### config.mk
export PLATFORM = sky130hd
export DESIGN_NAME = spi_front
export DESIGN_NICKNAME = d
export VERILOG_FILES = /design/src/logic/spi_front.v
export VERILOG_INCLUDE_DIRS = /design/src /design/src/logic
export SDC_FILE = /design/constraint.sdc
export NUM_CORES = 1
export LEC_CHECK = 0
export BUFFER_PORTS_ARGS = -buffer_cell sky130_fd_sc_hd__buf_2
export CAP_MARGIN = 20
export CORE_MARGIN = 2
export CORE_UTILIZATION = 58
export CTS_BUF_LIST = sky130_fd_sc_hd__clkbuf_16
export CTS_CLUSTER_DIAMETER = 150
export DETAILED_ROUTE_END_ITERATION = 12
export GPL_TIMING_DRIVEN = 0
export PLACE_DENSITY = 0.91
export SKIP_CTS_REPAIR_TIMING = 1
export SYNTH_ARGS = -nofsm -noshare
export SYNTH_HDL_FRONTEND = slang
export SYNTH_HIERARCHICAL = 1
export SYNTH_SLANG_ARGS = --single-unit
### constraint.sdc
create_clock -name clk_sys -period 3.7 [get_ports clk_sys]
set_input_delay 0.74 -clock clk_sys [delete_from_list [all_inputs] [get_ports clk_sys]]
set_output_delay 0.74 -clock clk_sys [all_outputs]
set_load 0.05 [all_outputs]
### src/logic/spi_front_consts.vh
`ifndef SPI_FRONT_CONSTS_VH
`define SPI_FRONT_CONSTS_VH

// ----------------------------------------
// Frame and byte layout
// ----------------------------------------
`define BYTE_W          8
`define BIT_CNT_W       3
`define BIT_CNT_ZERO    3'h0
`define BYTE_MSB        7

// ----------------------------------------
// Buffer and array sizes
// ----------------------------------------
`define RX_FIFO_DEPTH   8
`define MEM_BYTES_DEF   512
`define MEM_TOP_W       9
`define ID_PAGE_BYTES   16
`define ID_PAGE_DEF     1

// ----------------------------------------
// Non-volatile status field positions
// ----------------------------------------
`define NV_W            3
`define NV_SWD_BIT      2
`define NV_BPH_BIT      1
`define NV_BPL_BIT      0

// ----------------------------------------
// Reset values
// ----------------------------------------
`define SYNC_RST_LOW    1'b0
`define SYNC_RST_HIGH   1'b1
`define WEL_RST         1'b0
`define WIP_RST         1'b0
`define STANDBY_RST     1'b1

`endif
### src/logic/spi_front.v
// Notes on behaviour
// - Output bits change after falling clock edges
// - Input bits captured on rising clock edges
// - Chip select high: deselected, output floated
// - Deselected and no write: standby
// - Chip select low selects, active power
// - Ignore instructions until first select falling edge
// - Hold pauses exchange, keeps transfer progress; release enables output only mid-byte after a whole byte, offered or not
// - Hold floats output, ignores data and clock
// - Write protect low refuses memory writes
// - No reaction while power-on reset held
// - After reset: deselected, standby, needs new edge
// - Reset clears write-enable and in-progress bits
// - Reset keeps non-volatile status bits
// - Array byte wide, 128/256/512 bytes
// - Optional lockable sixteen-byte identification page
// - All bytes most significant bit first
// - Hold starts and ends only with clock low; deselect also ends it at any clock level
// - Write starts only after whole bytes
`timescale 1ns/1ps
`default_nettype none
`include "spi_front_consts.vh"

// ----------------------------------------
// Receive byte buffer
// ----------------------------------------
module byte_fifo #(
   parameter W = `BYTE_W,
   parameter D = `RX_FIFO_DEPTH,
   parameter A = 3
) (
   input  wire         clk_sys,
   input  wire         reset_n,
   input  wire [W-1:0] in_data,
   input  wire         in_valid,
   output wire         in_ready,
   output wire [W-1:0] out_data,
   output wire         out_valid,
   input  wire         out_ready
);
   reg [W-1:0] mem [0:D-1];
   reg [A-1:0] wr_ptr_r, rd_ptr_r;
   reg [A:0]   fill_r;
   wire        push, pop;

   assign in_ready  = (fill_r != D[A:0]);
   assign out_valid = (fill_r != {(A+1){1'b0}});
   assign out_data  = mem[rd_ptr_r];
   assign push      = in_valid & in_ready;
   assign pop       = out_valid & out_ready;

   always @(posedge clk_sys) begin
      if (push) begin
         mem[wr_ptr_r] <= in_data;
      end
   end

   always @(posedge clk_sys or negedge reset_n) begin
      if (!reset_n) begin
         wr_ptr_r <= {A{1'b0}};
         rd_ptr_r <= {A{1'b0}};
         fill_r   <= {(A+1){1'b0}};
      end else begin
         if (push) begin
            wr_ptr_r <= (wr_ptr_r == D[A-1:0] - 1'b1) ? {A{1'b0}} : wr_ptr_r + 1'b1;
         end
         if (pop) begin
            rd_ptr_r <= (rd_ptr_r == D[A-1:0] - 1'b1) ? {A{1'b0}} : rd_ptr_r + 1'b1;
         end
         if (push & ~pop) begin
            fill_r <= fill_r + 1'b1;
         end else if (pop & ~push) begin
            fill_r <= fill_r - 1'b1;
         end
      end
   end
endmodule

// ----------------------------------------
// Serial pin front end
// ----------------------------------------
module spi_front #(
   parameter MEM_BYTES = `MEM_BYTES_DEF,
   parameter ID_PAGE   = `ID_PAGE_DEF
) (
   input  wire                  clk_sys,
   input  wire                  reset_n,
   input  wire                  spi_clk,
   input  wire                  spi_cs_n,
   input  wire                  spi_mosi,
   input  wire                  hold_n,
   input  wire                  wp_n,
   output reg                   miso_o,
   output reg                   miso_oe,
   output wire [`BYTE_W-1:0]    rx_data,
   output wire                  rx_valid,
   input  wire                  rx_ready,
   output reg                   rx_overrun_r,
   output reg                   rx_first_r,
   input  wire [`BYTE_W-1:0]    tx_data,
   input  wire                  tx_valid,
   output reg                   tx_take_r,
   input  wire                  write_armed,
   input  wire                  write_is_mem,
   output reg                   write_start_r,
   output reg                   write_refused_r,
   input  wire                  write_done,
   input  wire                  wel_set,
   input  wire                  wel_clr,
   output reg                   write_enable_latch,
   output reg                   write_in_progress,
   input  wire [`NV_W-1:0]      nv_status,
   output reg                   status_write_disable,
   output reg                   block_protect_hi,
   output reg                   block_protect_lo,
   input  wire                  id_locked,
   output reg                   id_page_ro_r,
   output reg [`MEM_TOP_W-1:0]  mem_top_r,
   output reg                   selected_r,
   output reg                   standby_r,
   output reg                   hold_active_r
);
   // ----------------------------------------
   // Pin synchronisers
   // ----------------------------------------
   // Chip select resets low so a pin already low at release gives no edge
   reg                   clk_m_r, clk_s_r, clk_d_r;
   reg                   cs_m_r, cs_s_r, cs_d_r;
   reg                   hold_m_r, hold_s_r, hold_d_r;
   reg                   mosi_m_r, mosi_s_r, wp_m_r, wp_s_r;
   reg                   armed_r, byte_seen_r, rx_push_r, first_pend_r;
   reg [`BIT_CNT_W-1:0]  bit_cnt_r;
   reg [`BYTE_W-1:0]     rx_shift_r, tx_shift_r, rx_byte_r;
   wire                  clk_rise, clk_fall, cs_fall, cs_rise;
   wire                  hold_fall, hold_rise, live, fifo_ready;

   always @(posedge clk_sys or negedge reset_n) begin
      if (!reset_n) begin
         clk_m_r  <= `SYNC_RST_LOW;
         clk_s_r  <= `SYNC_RST_LOW;
         clk_d_r  <= `SYNC_RST_LOW;
         cs_m_r   <= `SYNC_RST_LOW;
         cs_s_r   <= `SYNC_RST_LOW;
         cs_d_r   <= `SYNC_RST_LOW;
         hold_m_r <= `SYNC_RST_HIGH;
         hold_s_r <= `SYNC_RST_HIGH;
         hold_d_r <= `SYNC_RST_HIGH;
         mosi_m_r <= `SYNC_RST_LOW;
         mosi_s_r <= `SYNC_RST_LOW;
         wp_m_r   <= `SYNC_RST_LOW;
         wp_s_r   <= `SYNC_RST_LOW;
      end else begin
         clk_m_r  <= spi_clk;
         clk_s_r  <= clk_m_r;
         clk_d_r  <= clk_s_r;
         cs_m_r   <= spi_cs_n;
         cs_s_r   <= cs_m_r;
         cs_d_r   <= cs_s_r;
         hold_m_r <= hold_n;
         hold_s_r <= hold_m_r;
         hold_d_r <= hold_s_r;
         mosi_m_r <= spi_mosi;
         mosi_s_r <= mosi_m_r;
         wp_m_r   <= wp_n;
         wp_s_r   <= wp_m_r;
      end
   end

   assign clk_rise  = clk_s_r & ~clk_d_r;
   assign clk_fall  = ~clk_s_r & clk_d_r;
   assign cs_fall   = ~cs_s_r & cs_d_r;
   assign cs_rise   = cs_s_r & ~cs_d_r;
   assign hold_fall = ~hold_s_r & hold_d_r;
   assign hold_rise = hold_s_r & ~hold_d_r;
   // Edges count only when selected, armed and not paused
   assign live      = selected_r & ~hold_active_r;

   // ----------------------------------------
   // Selection, hold and power state
   // ----------------------------------------
   always @(posedge clk_sys or negedge reset_n) begin
      if (!reset_n) begin
         armed_r       <= 1'b0;
         selected_r    <= 1'b0;
         standby_r     <= `STANDBY_RST;
         hold_active_r <= 1'b0;
      end else begin
         if (cs_fall) begin
            armed_r <= 1'b1;
         end
         selected_r <= ~cs_s_r & (armed_r | cs_fall);
         standby_r  <= ~(~cs_s_r & (armed_r | cs_fall)) & ~write_in_progress;
         if (cs_s_r) begin
            // Deselect during a pause also aborts the frame
            hold_active_r <= 1'b0;
         end else if (selected_r & hold_fall & ~clk_s_r) begin
            hold_active_r <= 1'b1;
         end else if (hold_rise & ~clk_s_r) begin
            hold_active_r <= 1'b0;
         end
      end
   end

   // ----------------------------------------
   // Bit shifting
   // ----------------------------------------
   always @(posedge clk_sys or negedge reset_n) begin
      if (!reset_n) begin
         bit_cnt_r    <= `BIT_CNT_ZERO;
         byte_seen_r  <= 1'b0;
         rx_shift_r   <= {`BYTE_W{1'b0}};
         tx_shift_r   <= {`BYTE_W{1'b0}};
         miso_o       <= 1'b0;
         miso_oe      <= 1'b0;
         rx_push_r    <= 1'b0;
         rx_byte_r    <= {`BYTE_W{1'b0}};
         rx_overrun_r <= 1'b0;
         rx_first_r   <= 1'b0;
         first_pend_r <= 1'b0;
         tx_take_r    <= 1'b0;
      end else begin
         rx_push_r <= 1'b0;
         tx_take_r <= 1'b0;
         if (!selected_r) begin
            bit_cnt_r    <= `BIT_CNT_ZERO;
            byte_seen_r  <= 1'b0;
            miso_oe      <= 1'b0;
            first_pend_r <= 1'b1;
         end else begin
            if (live & clk_rise) begin
               rx_shift_r <= {rx_shift_r[`BYTE_MSB-1:0], mosi_s_r};
               bit_cnt_r  <= bit_cnt_r + 1'b1;
               if (bit_cnt_r == {`BIT_CNT_W{1'b1}}) begin
                  byte_seen_r  <= 1'b1;
                  rx_push_r    <= 1'b1;
                  rx_byte_r    <= {rx_shift_r[`BYTE_MSB-1:0], mosi_s_r};
                  rx_first_r   <= first_pend_r;
                  first_pend_r <= 1'b0;
               end
            end
            if (live & clk_fall & byte_seen_r) begin
               // A fresh byte loads at each byte edge; no byte means float
               if (bit_cnt_r == `BIT_CNT_ZERO) begin
                  tx_shift_r <= {tx_data[`BYTE_MSB-1:0], 1'b0};
                  miso_o     <= tx_data[`BYTE_MSB];
                  miso_oe    <= tx_valid;
                  tx_take_r  <= tx_valid;
               end else begin
                  tx_shift_r <= {tx_shift_r[`BYTE_MSB-1:0], 1'b0};
                  miso_o     <= tx_shift_r[`BYTE_MSB];
               end
            end
            if (hold_active_r & hold_rise & ~clk_s_r) begin
               miso_oe <= byte_seen_r & (bit_cnt_r != `BIT_CNT_ZERO);
            end else if (hold_active_r) begin
               miso_oe <= 1'b0;
            end
         end
         // Byte lost when the reader stalls: the link cannot be held off
         if (rx_push_r & ~fifo_ready) begin
            rx_overrun_r <= 1'b1;
         end else if (cs_fall) begin
            rx_overrun_r <= 1'b0;
         end
      end
   end

   byte_fifo #(
      .W (`BYTE_W),
      .D (`RX_FIFO_DEPTH),
      .A (3)
   ) u_rx_fifo (
      .clk_sys   (clk_sys),
      .reset_n   (reset_n),
      .in_data   (rx_byte_r),
      .in_valid  (rx_push_r),
      .in_ready  (fifo_ready),
      .out_data  (rx_data),
      .out_valid (rx_valid),
      .out_ready (rx_ready)
   );

   // ----------------------------------------
   // Write cycle start and status bits
   // ----------------------------------------
   always @(posedge clk_sys or negedge reset_n) begin
      if (!reset_n) begin
         write_start_r      <= 1'b0;
         write_refused_r    <= 1'b0;
         write_enable_latch <= `WEL_RST;
         write_in_progress  <= `WIP_RST;
      end else begin
         write_start_r   <= 1'b0;
         write_refused_r <= 1'b0;
         if (cs_rise & selected_r & write_armed & ~write_in_progress &
             byte_seen_r & (bit_cnt_r == `BIT_CNT_ZERO)) begin
            if (write_is_mem & ~wp_s_r) begin
               write_refused_r <= 1'b1;
            end else begin
               write_start_r <= 1'b1;
            end
         end
         // Start wins over a finish in the same cycle
         if (write_start_r) begin
            write_in_progress <= 1'b1;
         end else if (write_done) begin
            write_in_progress <= 1'b0;
         end
         if (wel_set) begin
            write_enable_latch <= 1'b1;
         end else if (wel_clr | write_start_r) begin
            write_enable_latch <= 1'b0;
         end
      end
   end

   // Stored bits follow the store, untouched by reset
   always @(posedge clk_sys) begin
      status_write_disable <= nv_status[`NV_SWD_BIT];
      block_protect_hi     <= nv_status[`NV_BPH_BIT];
      block_protect_lo     <= nv_status[`NV_BPL_BIT];
   end

   // ----------------------------------------
   // Array geometry
   // ----------------------------------------
   always @(posedge clk_sys or negedge reset_n) begin
      if (!reset_n) begin
         mem_top_r    <= {`MEM_TOP_W{1'b0}};
         id_page_ro_r <= 1'b0;
      end else begin
         mem_top_r    <= MEM_BYTES[`MEM_TOP_W-1:0] - 1'b1;
         id_page_ro_r <= (ID_PAGE != 0) & id_locked;
      end
   end
endmodule
`default_nettype wire

* Yosys cells after proc, flatten, opt, wreduce, memory -nomap -nowiden
Memory sizes are Yosys's and may differ from the RTL's.
Cells that the tools add are included.
** Word-level totals
- Bits in registers :: 70
- RAM bits :: 64
- Logic and storage cells :: 152
- Memories kept :: 1
** Cells by class
- Add/subtract/negate cells :: 5
- Eq/ne operators :: 8
- Multiplexer cells :: 40
- Bitwise logic cells :: 44
- Reductions and logical operators :: 13
** Memories
- u_rx_fifo.mem :: words 8, bits a word 8, read ports 1, clocked after Yosys merged registers in 0, wr ports 1, line spi_front.v:41 : reg [W-1:0] mem [0:D-1];
** Operators with widths (number)
- 2-to-1 mux 1 bit :: 33
- bitwise AND 1 bit :: 29
- inverter 1 bit :: 13
- 2-to-1 mux 3 bit :: 4
- adder 3 x 1 -> 3 bit, second input constant :: 3
- == test 3 bit, second input constant :: 3
- 2-to-1 mux 4 bit :: 2
- 2-to-1 mux 8 bit :: 1
- inequality test 4 x 1 -> 1 bit, second input constant :: 2
- AND reduction 2 bit :: 4
- nonzero test 2 bit :: 4
- nonzero test 3 bit :: 2
- adder 4 x 1 -> 4 bit, second input constant :: 1
- inequality test 2 x 1 -> 1 bit, second input constant :: 2
- inequality test 4 bit, second input constant :: 1
- nonzero test 4 bit :: 1
- subtractor 4 x 1 -> 4 bit, second input constant :: 1
- zero test 3 bit :: 1
- AND reduction 3 bit :: 1
- bitwise OR 1 bit :: 2

* Logic depth before layout (Yosys ltp)
Gate-level depths: netlist (run 1).
- Depth in word-level cells :: 8
- Gate-level depth with buffers :: 9

* Cells and area by module
Netlist (run 1), hierarchy kept.
** By module, submodules not included
- byte_fifo :: times used 1, cells an instance 158, area each 3158.0 um2, seq. area each 2172.1 um2
- spi_front :: times used 1, cells an instance 158, area each 2287.2 um2, seq. area each 1466.4 um2

* Least setup slack after synthesis (run 1)
No wires, ideal clock.
- Path type :: register to register
- Start :: register u_rx_fifo.fill_r[0]
- End :: register u_rx_fifo.fill_r[3]
- Setup time :: 0.131 ns
- Arrival time :: 2.477 ns
- Required time :: 3.569 ns
- Setup slack :: 1.092 ns
- Stages on the path, launching flop included :: 10
- Path buffers :: 0
- Period minus slack after synthesis :: 2.608 ns
- Cells stage by stage :: dfrtp_1 or4b_4 nand2_4 inv_2 ha_1 inv_1 ha_1 or4_1 o211ai_1 o211ai_1
** Between the ends
- Longest elaborated chain between the ends :: 5
- Elaborated cells on any way between the ends :: 13
- Classes of those cells :: 2 x add/sub; 1 x eq/ne; 2 x mux; 6 x bitwise; 2 x reduce/logical
** Ends and longest elaborated chain
- start, declared :: line spi_front.v:43 : reg [A:0] fill_r;
- start signal, assigned :: line spi_front.v:62 : fill_r <= {(A+1){1'b0}};
- start signal, assigned :: line spi_front.v:71 : fill_r <= fill_r + 1'b1;
- start signal, assigned :: line spi_front.v:73 : fill_r <= fill_r - 1'b1;
- inequality test 4 bit (*) :: line spi_front.v:46 : assign in_ready = (fill_r != D[A:0]);
- named net fifo_ready :: line spi_front.v:135 : wire hold_fall, hold_rise, live, fifo_ready;
- bitwise AND 1 bit (*) :: line spi_front.v:49 : assign push = in_valid & in_ready;
- named net u_rx_fifo.push :: line spi_front.v:44 : wire push, pop;
- inverter 1 bit :: line spi_front.v:72 : end else if (pop & ~push) begin
- bitwise AND 1 bit :: line spi_front.v:72
- nonzero test 2 bit (no source line)
Mark *: on every way through the listed nets, which the timed path passes. The rest lies on a longest branch. The select of a mux whose other input is x is not followed.
A chain may end at the register's enable or synchronous reset.

* Worst setup path in the final report (run 1)
- Start :: register u_rx_fifo.rd_ptr_r[1]
- End :: output rx_data[4]
** Between the ends
- Longest elaborated chain between the ends :: 1
** Ends and longest elaborated chain
- start, declared :: line spi_front.v:42 : reg [A-1:0] wr_ptr_r, rd_ptr_r;
- start signal, assigned :: line spi_front.v:61 : rd_ptr_r <= {A{1'b0}};
- start signal, assigned :: line spi_front.v:68 : rd_ptr_r <= (rd_ptr_r == D[A-1:0] - 1'b1) ? {A{1'b0}} : rd_ptr_r + 1'b1;
- memory read (8 x 8 bit)
- end, declared :: line spi_front.v:95 : output wire [`BYTE_W-1:0] rx_data,
Every way passes these cells.

==> results.ini, run 1 <==
[clocking]
cts_buffers=17
cts_buffer_depth=2
clk_latency_ps=420
clock_sinks=133
cts_tree=built
htree_levels=4
clk_pin_slew_ps=60
root_buffer=clkbuf_16

[layout]
fin_cells=523
nNetsFinal=436
area_growth_pct=18.7
insertedDiodeCount=0
fin_util_pct=70.6
drive_above_1_share_pct=42.0

[floorplan]
ios=60
start_util_pct=59.5
die_x_microns=101
core.rowCount=35
dieArea_sq_um=10200
coreArea_sq_um=9150
dieHeight_microns=101

[yosys]
avgSynthCellArea_sq_um=17.2
synth_area_leader_cell=edfxtp_1
synth_cell_types=49
syn_inst=316
yosys-top-cells-count=64 x edfxtp_1, 62 x dfrtp_1, 24 x mux2_2
synth.top_cell.area_share_pct=35.3
yosysSeqAreaShare_pct=66.8
ys_warn_count=6
synth_nets=353
ys_async_sr_fraction_pct=49.6
synthTopCellsByArea=edfxtp_1 35%, dfrtp_1 28%, mux2_2 5.0%, mux2_4 4.4%, mux4_1 3.9%
syn-cell-area_sq_um=5450
synth_edf_count=64
synth_ff_type=edfxtp_1
synth.most_common_cell=edfxtp_1
ys_ff_latch=133

[drt]
antenna_left=0
totalWireLength_mm=9.23
first_iter_violations=131
remaining_drc_errors=0
vias_per_cell=5.61
avgRoutedWirePerCell_microns=17.6
vias=2933
first_pass_iters=4

[global_routing]
grt_max_degree=38
first_global_vias=3108
grt_usage_pct=20.4
grt_overflow=0
antenna_found_initial=0
grt_pass1_wl_mm=15.3

[min_path]
hp-class=reg -> reg

[sta]
min_period_ps=3040
relSlewSlack_pct=39.6
fmax_mhz=329
clock_skew_ps=13.3
setup_violations=0
tightestPinTransition_ps=898
post-route-period-util_pct=82.2
rsz0062_at_grt=false
setup_tns_ps=0
slew_viol_final=0
final_hold_viol_count=0

[worst_setup_path]
setup.worst_path.end_class=output pin
critical_path_class=reg -> out
start_kind=flop
critPathMaxFanout=10
crit_arrival_ps=2300
required_ps=2960

[pwr]
power_mw=3.91
vdd_drop_max_v=0.000370
p_leak_nw=2.69
power_density_nw_per_um2=605

[job]
cap_viol_max_count=0

[run_status]
status=completed

[placed_design]
port_buffers=59
place_congestion=0.719
dp_hpwl_mm=6.30
dp_cells=489

## metrics by stage
stage               area (sq um)  setup WS [ps]  hold WS (ps)
detailed placement          5920            792           336
finish                      6470            658           346
floorplan                   5450           1090           331
global placement            5880            875           333
CTS                         6450            615           348
global route                6470            513           358
## power breakdown
| group | switching, mW | internal, mW |
|---|---|---|
| sequential | 0.0881 | 1.63 |
| combinational | 0.377 | 0.331 |
| clock | 0.634 | 0.857 |
| total | 1.10 | 2.81 |
## routing by layer
| metal | routed length, microns | up-vias | global-route usage (%) | share of wire (%) |
|---|---|---|---|---|
| li1 | - | 1346 | - | - |
| met1 | 3790 | 1510 | 24.9 | 41 |
| met2 | 4960 | 69 | 34.9 | 54 |
| met3 | 389 | 8 | 7.14 | 4.2 |
| met4 | 85 | 0 | 5.61 | 0.92 |
| met5 | 0 | - | 0 | 0 |
## layout make-up
| class | count | area (sq um) |
|---|---|---|
| well taps | 111 | 139 |
| clock buffers | 17 | 425 |
| plain buffers | 18 | 136 |
| repair buffers | 64 | 343 |
| flip-flops and latches | 133 | 3640 |
| clock inverters | 15 | 108 |
| multi-input cells | 154 | 1640 |
| fillers | 585 | 2690 |
| inverters | 11 | 41.3 |
## critical path: stages, from the launching register on
cell and delay, ps:
dfrtp_1 340, clkbuf_1 350, buf_2 340, mux4_2 360, mux2_4 280, buf_2 210
## state kept, by name (all words and copies together), names as in the netlist, 3 cells and up
| name | count |
|---|---|
| u_rx_fifo/mem | 64 |
| rx_byte_r | 8 |
| rx_shift_r | 7 |
| tx_shift_r | 7 |
| u_rx_fifo/fill_r | 4 |
| bit_cnt_r | 3 |
| u_rx_fifo/rd_ptr_r | 3 |
| u_rx_fifo/wr_ptr_r | 3 |
## layout by cell type (no fill, tap or decap), types with 4 or more instances in the layout
cell / synthesis / routed
edfxtp_1: 64 / 64
buf_2: 3 / 63
dfrtp_1: 62 / 62
mux2_2: 24 / 24
clkbuf_16: 0 / 17
nand2_1: 16 / 16
mux2_4: 16 / 16
inv_1: 10 / 11
buf_4: 9 / 11
ha_1: 10 / 10
mux4_1: 8 / 8
mux4_2: 8 / 8
nand2b_1: 7 / 7
nor3_1: 7 / 7
o21ai_0: 7 / 7
nor2_1: 6 / 6
a21oi_1: 5 / 5
clkinv_2: 0 / 4
inv_6: 0 / 4
dfstp_2: 4 / 4
## cells by family (layout without fill, tap and decap cells)
group | Yosys count | after routing | share of synthesized area (%)
xor gates and xnor gates | 2 | 2 | 0.322
DFF | 133 | 133 | 66.8
muxes | 61 | 61 | 17.5
and+or+nand+nor | 58 | 58 | 6.66
other | 1 | 1 | 0.0689
adders and majority gates | 11 | 11 | 2.67
AOI/OAI and AO/OA | 21 | 21 | 2.67
buffers and inverters | 29 | 125 | 3.26
## path summary, 6_finish.rpt
path / to / startpoint / slack (ps) / cells past startpoint
min in group asynchronous: mem_top_r[0]$_DFF_PN0_ / reset_n / 430 / 1
worst max-delay path: rx_data[4] / u_rx_fifo/rd_ptr_r[1]$_DFFE_PN0P_ / 660 / 5
worst min register to register: clk_s_r$_DFF_PN0_ / clk_m_r$_DFF_PN0_ / 350 / 0
max in group asynchronous: hold_s_r$_DFF_PN1_ / reset_n / 2560 / 2
worst max register to register: u_rx_fifo/fill_r[3]$_DFFE_PN0P_ / u_rx_fifo/fill_r[0]$_DFFE_PN0P_ / 770 / 7
worst min-delay path: clk_s_r$_DFF_PN0_ / clk_m_r$_DFF_PN0_ / 350 / 0
Note: power is estimated with default switching activity, not from simulation.
==> run 2: changes to the inputs <==
Settings changed: CORE_UTILIZATION 58 to 52, PLACE_DENSITY 0.91 to 0.87.
Clock period 3.7 ns to 2.75 ns, I/O delays scaled along.
==> results.ini, run 2 (synthesized netlist as in run 1, its figures left out) <==
[pwr]
power_density_nw_per_um2=819  ; +35%
vdd_drop_max_v=0.000752  ; +100%
power_mw=5.41  ; +38%
p_leak_nw=2.72  ; +1.3%

[layout]
top_register=u_rx_fifo/mem
final_cell_mix=64 x edfxtp_1, 62 x buf_2, 60 x dfrtp_1
layout_commonest_cell=edfxtp_1
multi_input_area_sq_um=1660  ; +1.5%
stdcell_area_sq_um=6600  ; +2.1%
insertedDiodeCount=0  ; unchanged
fillCellCount=711  ; +22%
fin_util_pct=64.5  ; -6.1 points
largestRegisters=u_rx_fifo/mem (64), rx_byte_r (8)
area_growth_pct=21.2
largest_reg_flops=64  ; unchanged
drive_above_1_share_pct=44.3  ; +2.3 points
nNetsFinal=442  ; +1.4%
regArea_sq_um=3640  ; about the same

[drt]
vias_per_cell=5.36  ; -4.5%
antenna_left=0  ; unchanged
first_pass_iters=4  ; unchanged
first_iter_violations=159  ; +21%
vias=2968  ; +1.2%
remaining_drc_errors=0  ; unchanged
avgRoutedWirePerCell_microns=17.1  ; -3.1%
totalWireLength_mm=9.47  ; +2.7%

[clocking]
htree_levels=4  ; unchanged
clk_pin_slew_ps=60  ; about the same
cts_tree=built
root_buffer=clkbuf_16
cts_buffers=17  ; unchanged
clock_sinks=133  ; unchanged
cts_buffer_depth=2  ; unchanged
clk_latency_ps=400  ; -20 ps

[placed_design]
dpl_worst_slack_ps=-189  ; -981 ps
port_buffers=59  ; unchanged
dp_hpwl_mm=6.27  ; -0.49%
placed_cell_area_sq_um=5950  ; +0.53%
place_congestion=0.737  ; +2.6%

[min_path]
hold-path-endpoint=hold_m_r$_DFF_PN1_
hp-start=hold_n
hp-class=in -> reg
whs_path_depth=1  ; +1

[worst_setup_path]
critical_path_class=reg -> reg
crit_arrival_ps=2970  ; +670 ps
required_ps=3030  ; +70 ps
setup.worst_path.end_class=flop
reg2reg_to=u_rx_fifo/fill_r[3]$_DFFE_PN0P_
r2r.worst_path.cells=9  ; +2
r2r_setup_slack_ps=60  ; -710 ps
crit_path_start=u_rx_fifo/fill_r[0]$_DFFE_PN0P_
crit_path_cell_trace=or4b_4 -> nand2_8 -> inv_2 -> ha_2 -> inv_2 -> ha_2 -> or4_1 -> o211ai_1 -> o211ai_1
slowest_stage=or4b_4
start_kind=flop
r2r_start=u_rx_fifo/fill_r[0]$_DFFE_PN0P_
critPathMaxFanout=8  ; -2
max_stage_delay_ps=600  ; +240 ps

[floorplan]
core.rowCount=37  ; +5.7%
coreArea_sq_um=10200  ; +12%
dieHeight_microns=106  ; +5.4%
ios=60  ; unchanged
start_util_pct=53.2  ; -6.3 points
die_x_microns=106  ; +5.4%
dieArea_sq_um=11300  ; +11%

[sta]
clock_skew_ps=7.79  ; -5.48 ps
setup_slack_ps=63.1  ; -595 ps
slew_viol_final=0  ; unchanged
tightestPinTransition_ps=996  ; +97.7 ps
final_hold_viol_count=0  ; unchanged
relSlewSlack_pct=33.0  ; -6.6 points
min_period_ps=2690
setup_tns_ps=0  ; unchanged
fmax_mhz=372
setup_violations=0  ; unchanged
post-route-period-util_pct=97.7

[global_routing]
grt_overflow=0  ; unchanged
grt_usage_pct=18.0  ; -2.4 points
grt_pass1_wl_mm=15.3  ; -0.40%
first_global_vias=3017  ; -2.9%
antenna_found_initial=0  ; unchanged
grt_max_degree=40  ; +5.3%

[job]
cap_viol_max_count=0  ; unchanged

[run_status]
status=completed

-- run 2: area by class of cell --
cell class	instances	share of cell area [%]
Sequential cell	133	55.2
Multi-Input combinational cell	154	25.2
Clock buffer	17	6.45
Timing Repair Buffer	71	5.99
Tap cell	136	2.58
Buffer	17	2.05
Clock inverter	15	1.99
Inverter	11	0.626
-- run 2: routing by layer --
layer	share of wire (%)	vias to the layer above	GRT usage, %
li1	-	1371	-
met1	40	1508	21.2
met2	54	85	31.7
met3	5.7	4	6.25
met4	0.38	0	4.51
met5	0	-	0
-- run 2: through the flow --
stage	cells	hold slack, ps
detailed placement	514	335
finish	554	247
global placement	511	333
CTS	546	229
global route	554	220
floorplan	316	254
-- run 2: worst max-delay path, delay by kind of cell, from the launching register on --
| family | cells | cell delay [ps] |
|---|---|---|
| compound gates | 2 | 220 |
| flops | 1 | 450 |
| buf+inv | 2 | 130 |
| simple gates | 3 | 1250 |
| fa+ha+maj | 2 | 510 |
-- run 2: worst max path at each step --
stage	slack (ps)	endpoint	depth (start not counted)
6_report	60	u_rx_fifo/fill_r[3]$_DFFE_PN0P_	9
5_1_grt	-0.9	u_rx_fifo/fill_r[3]$_DFFE_PN0P_	9
4_1_cts	-200	u_rx_fifo/fill_r[3]$_DFFE_PN0P_	7
3_5_place_dp	-190	u_rx_fifo/fill_r[3]$_DFFE_PN0P_	7
3_3_place_gp	-70	u_rx_fifo/fill_r[3]$_DFFE_PN0P_	7
2_1_floorplan	140	u_rx_fifo/fill_r[3]$_DFFE_PN0P_	9
-- run 2: power by group --
group	leakage (nW)	internal [mW]	switching, mW
clock	0.264	1.25	0.831
sequential	1.37	2.19	0.132
combinational	1.09	0.492	0.515
==> run 3: changes to the inputs <==
Settings changed: SETUP_SLACK_MARGIN set to 0.2.
==> results.ini, run 3 (synthesized netlist as in run 1, its figures left out) <==
[layout]
nNetsFinal=446  ; +0.90%
layout_commonest_cell=edfxtp_1
regArea_sq_um=3640  ; about the same
insertedDiodeCount=0  ; unchanged
fin_util_pct=65.9  ; +1.4 points
area_growth_pct=23.9
multi_input_area_sq_um=1680  ; +1.2%
largestRegisters=u_rx_fifo/mem (64), rx_byte_r (8)
largest_reg_flops=64  ; unchanged
fillCellCount=674  ; -5.2%
drive_above_1_share_pct=44.8  ; +0.53 points
final_cell_mix=64 x edfxtp_1, 59 x dfrtp_1, 54 x buf_2
top_register=u_rx_fifo/mem

[sta]
rsz0062_at_grt=true
final_hold_viol_count=0  ; unchanged
setup_tns_ps=0  ; unchanged
setup_slack_ps=127  ; +64.3 ps
post-route-period-util_pct=95.4  ; -2.3 points
min_period_ps=2620  ; -64.3 ps
tightestPinTransition_ps=1040  ; +44.2 ps
fmax_mhz=381  ; +2.5%
relSlewSlack_pct=30.1  ; -3.0 points
slew_viol_final=0  ; unchanged
whs_ps=160  ; -87.3 ps
clock_skew_ps=8.79  ; +1.00 ps
setup_violations=0  ; unchanged

[min_path]
hp-class=in -> async

[pwr]
power_mw=5.66  ; +4.6%
p_leak_nw=2.79  ; +2.6%
swShare_pct=27.3  ; -0.030 points
internal_power_mw=4.11  ; +4.7%
seqPwrFrac_pct=41.0  ; -2.0 points
power_density_nw_per_um2=839  ; +2.4%
switchingPower_mw=1.54  ; +4.5%
p_clk_share_pct=38.9  ; +0.5 points
vdd_drop_max_v=0.000439  ; -42%
combPwrFrac_pct=20.1  ; +1.5 points

[drt]
totalWireLength_mm=9.91  ; +4.6%
vias_per_cell=5.38  ; +0.35%
vias=3000  ; +1.1%
antenna_left=0  ; unchanged
avgRoutedWirePerCell_microns=17.8  ; +3.9%
first_pass_iters=4  ; unchanged
remaining_drc_errors=0  ; unchanged
first_iter_violations=136  ; -14%

[clocking]
root_buffer=clkbuf_16
clock_sinks=133  ; unchanged
cts_buffers=17  ; unchanged
clk_pin_slew_ps=60  ; about the same
htree_levels=4  ; unchanged
cts_buffer_depth=2  ; unchanged
clk_latency_ps=410  ; about the same
cts_tree=built

[floorplan]
dieHeight_microns=106  ; unchanged
dieArea_sq_um=11300  ; unchanged
die_x_microns=106  ; unchanged
coreArea_sq_um=10200  ; unchanged
ios=60  ; unchanged
start_util_pct=53.2  ; unchanged
core.rowCount=37  ; unchanged

[placed_design]
port_buffers=59  ; unchanged
dp_hpwl_mm=6.36  ; +1.5%
place_congestion=0.704  ; -4.5%
dpl_worst_slack_ps=-153  ; +35.9 ps

[global_routing]
top_usage_layer=met2
met2_usage_pct=32.3  ; +0.55 points
grt_pass1_wl_mm=15.7  ; +2.8%
use_met1_pct=21.9  ; +0.69 points
grt_overflow=0  ; unchanged
grt_usage_pct=18.5  ; +0.46 points
grt_max_degree=40  ; unchanged
use_met3_pct=5.46  ; -0.80 points
first_global_vias=3102  ; +2.8%
antenna_found_initial=0  ; unchanged

[worst_setup_path]
required_ps=2200  ; -830 ps
setup.worst_path.end_class=output pin
critical_path_class=reg -> out
critPathMaxFanout=6  ; -2
start_kind=flop
crit_arrival_ps=2070  ; -900 ps

[run_status]
status=completed

[job]
cap_viol_max_count=0  ; unchanged

## run 3: cell count changes in the layout (fill, tap and decap cells not counted), moves of 2 or more
cell	before	now
buf_6	2	10
clkinvlp_4	4	2
buf_4	18	20
clkinv_2	3	1
clkinv_4	2	5
ha_2	2	0
ha_4	0	2
buf_2	62	54
## run 3: final timing paths
path | endpoint | start | depth (start not counted) | slack, ps
max reg2reg | u_rx_fifo/fill_r[3]$_DFFE_PN0P_ | u_rx_fifo/fill_r[0]$_DFFE_PN0P_ | 9 | 220
max in group asynchronous | standby_r$_DFF_PN1_ | reset_n | 2 | 1900
min | tx_shift_r[7]$_DFFE_PN0P_ | reset_n | 1 | 160
min reg2reg | mosi_s_r$_DFF_PN0_ | mosi_m_r$_DFF_PN0_ | 0 | 350
min in group clk_sys | hold_m_r$_DFF_PN1_ | hold_n | 1 | 240
max | rx_data[1] | u_rx_fifo/rd_ptr_r[0]$_DFFE_PN0P_ | 5 | 130
## run 3: critical path, stage by stage (launching register included)
cell and delay, ps:
dfrtp_1 410, buf_6 170, buf_12 130, mux4_2 500, mux2_4 280, buf_6 150
## run 3: layout make-up
class | count | area share (%)
sequential | 133 | 54.0
multi-input combinational | 154 | 24.9
timing repair buffer | 74 | 7.20
clock buffer | 17 | 6.31
tap | 136 | 2.52
clock inverter | 15 | 2.34
buffer | 18 | 2.08
inverter | 11 | 0.649
## run 3: per-stage QoR
stage	cell area [sq um]	std cells
floorplan	5450	316
global placement	5910	511
detailed placement	5950	514
CTS	6540	546
global route	6750	558
finish	6750	558
## run 3: power groups by stage
stage	combinational, mW	sequential, mW	clock, mW
2_1_floorplan	0.742	2.34	0
3_3_place_gp	0.915	2.34	0
3_5_place_dp	0.958	2.35	0
4_1_cts	0.966	2.31	2.23
5_1_grt	1.22	2.34	2.32
6_report	1.14	2.32	2.20
## run 3: per-layer routing
| metal | wire [microns] | vias to the layer above |
|---|---|---|
| met1 | 4070 | 1523 |
| met5 | 0 | - |
| met2 | 5200 | 99 |
| li1 | - | 1367 |
| met3 | 512 | 11 |
| met4 | 127 | 0 |
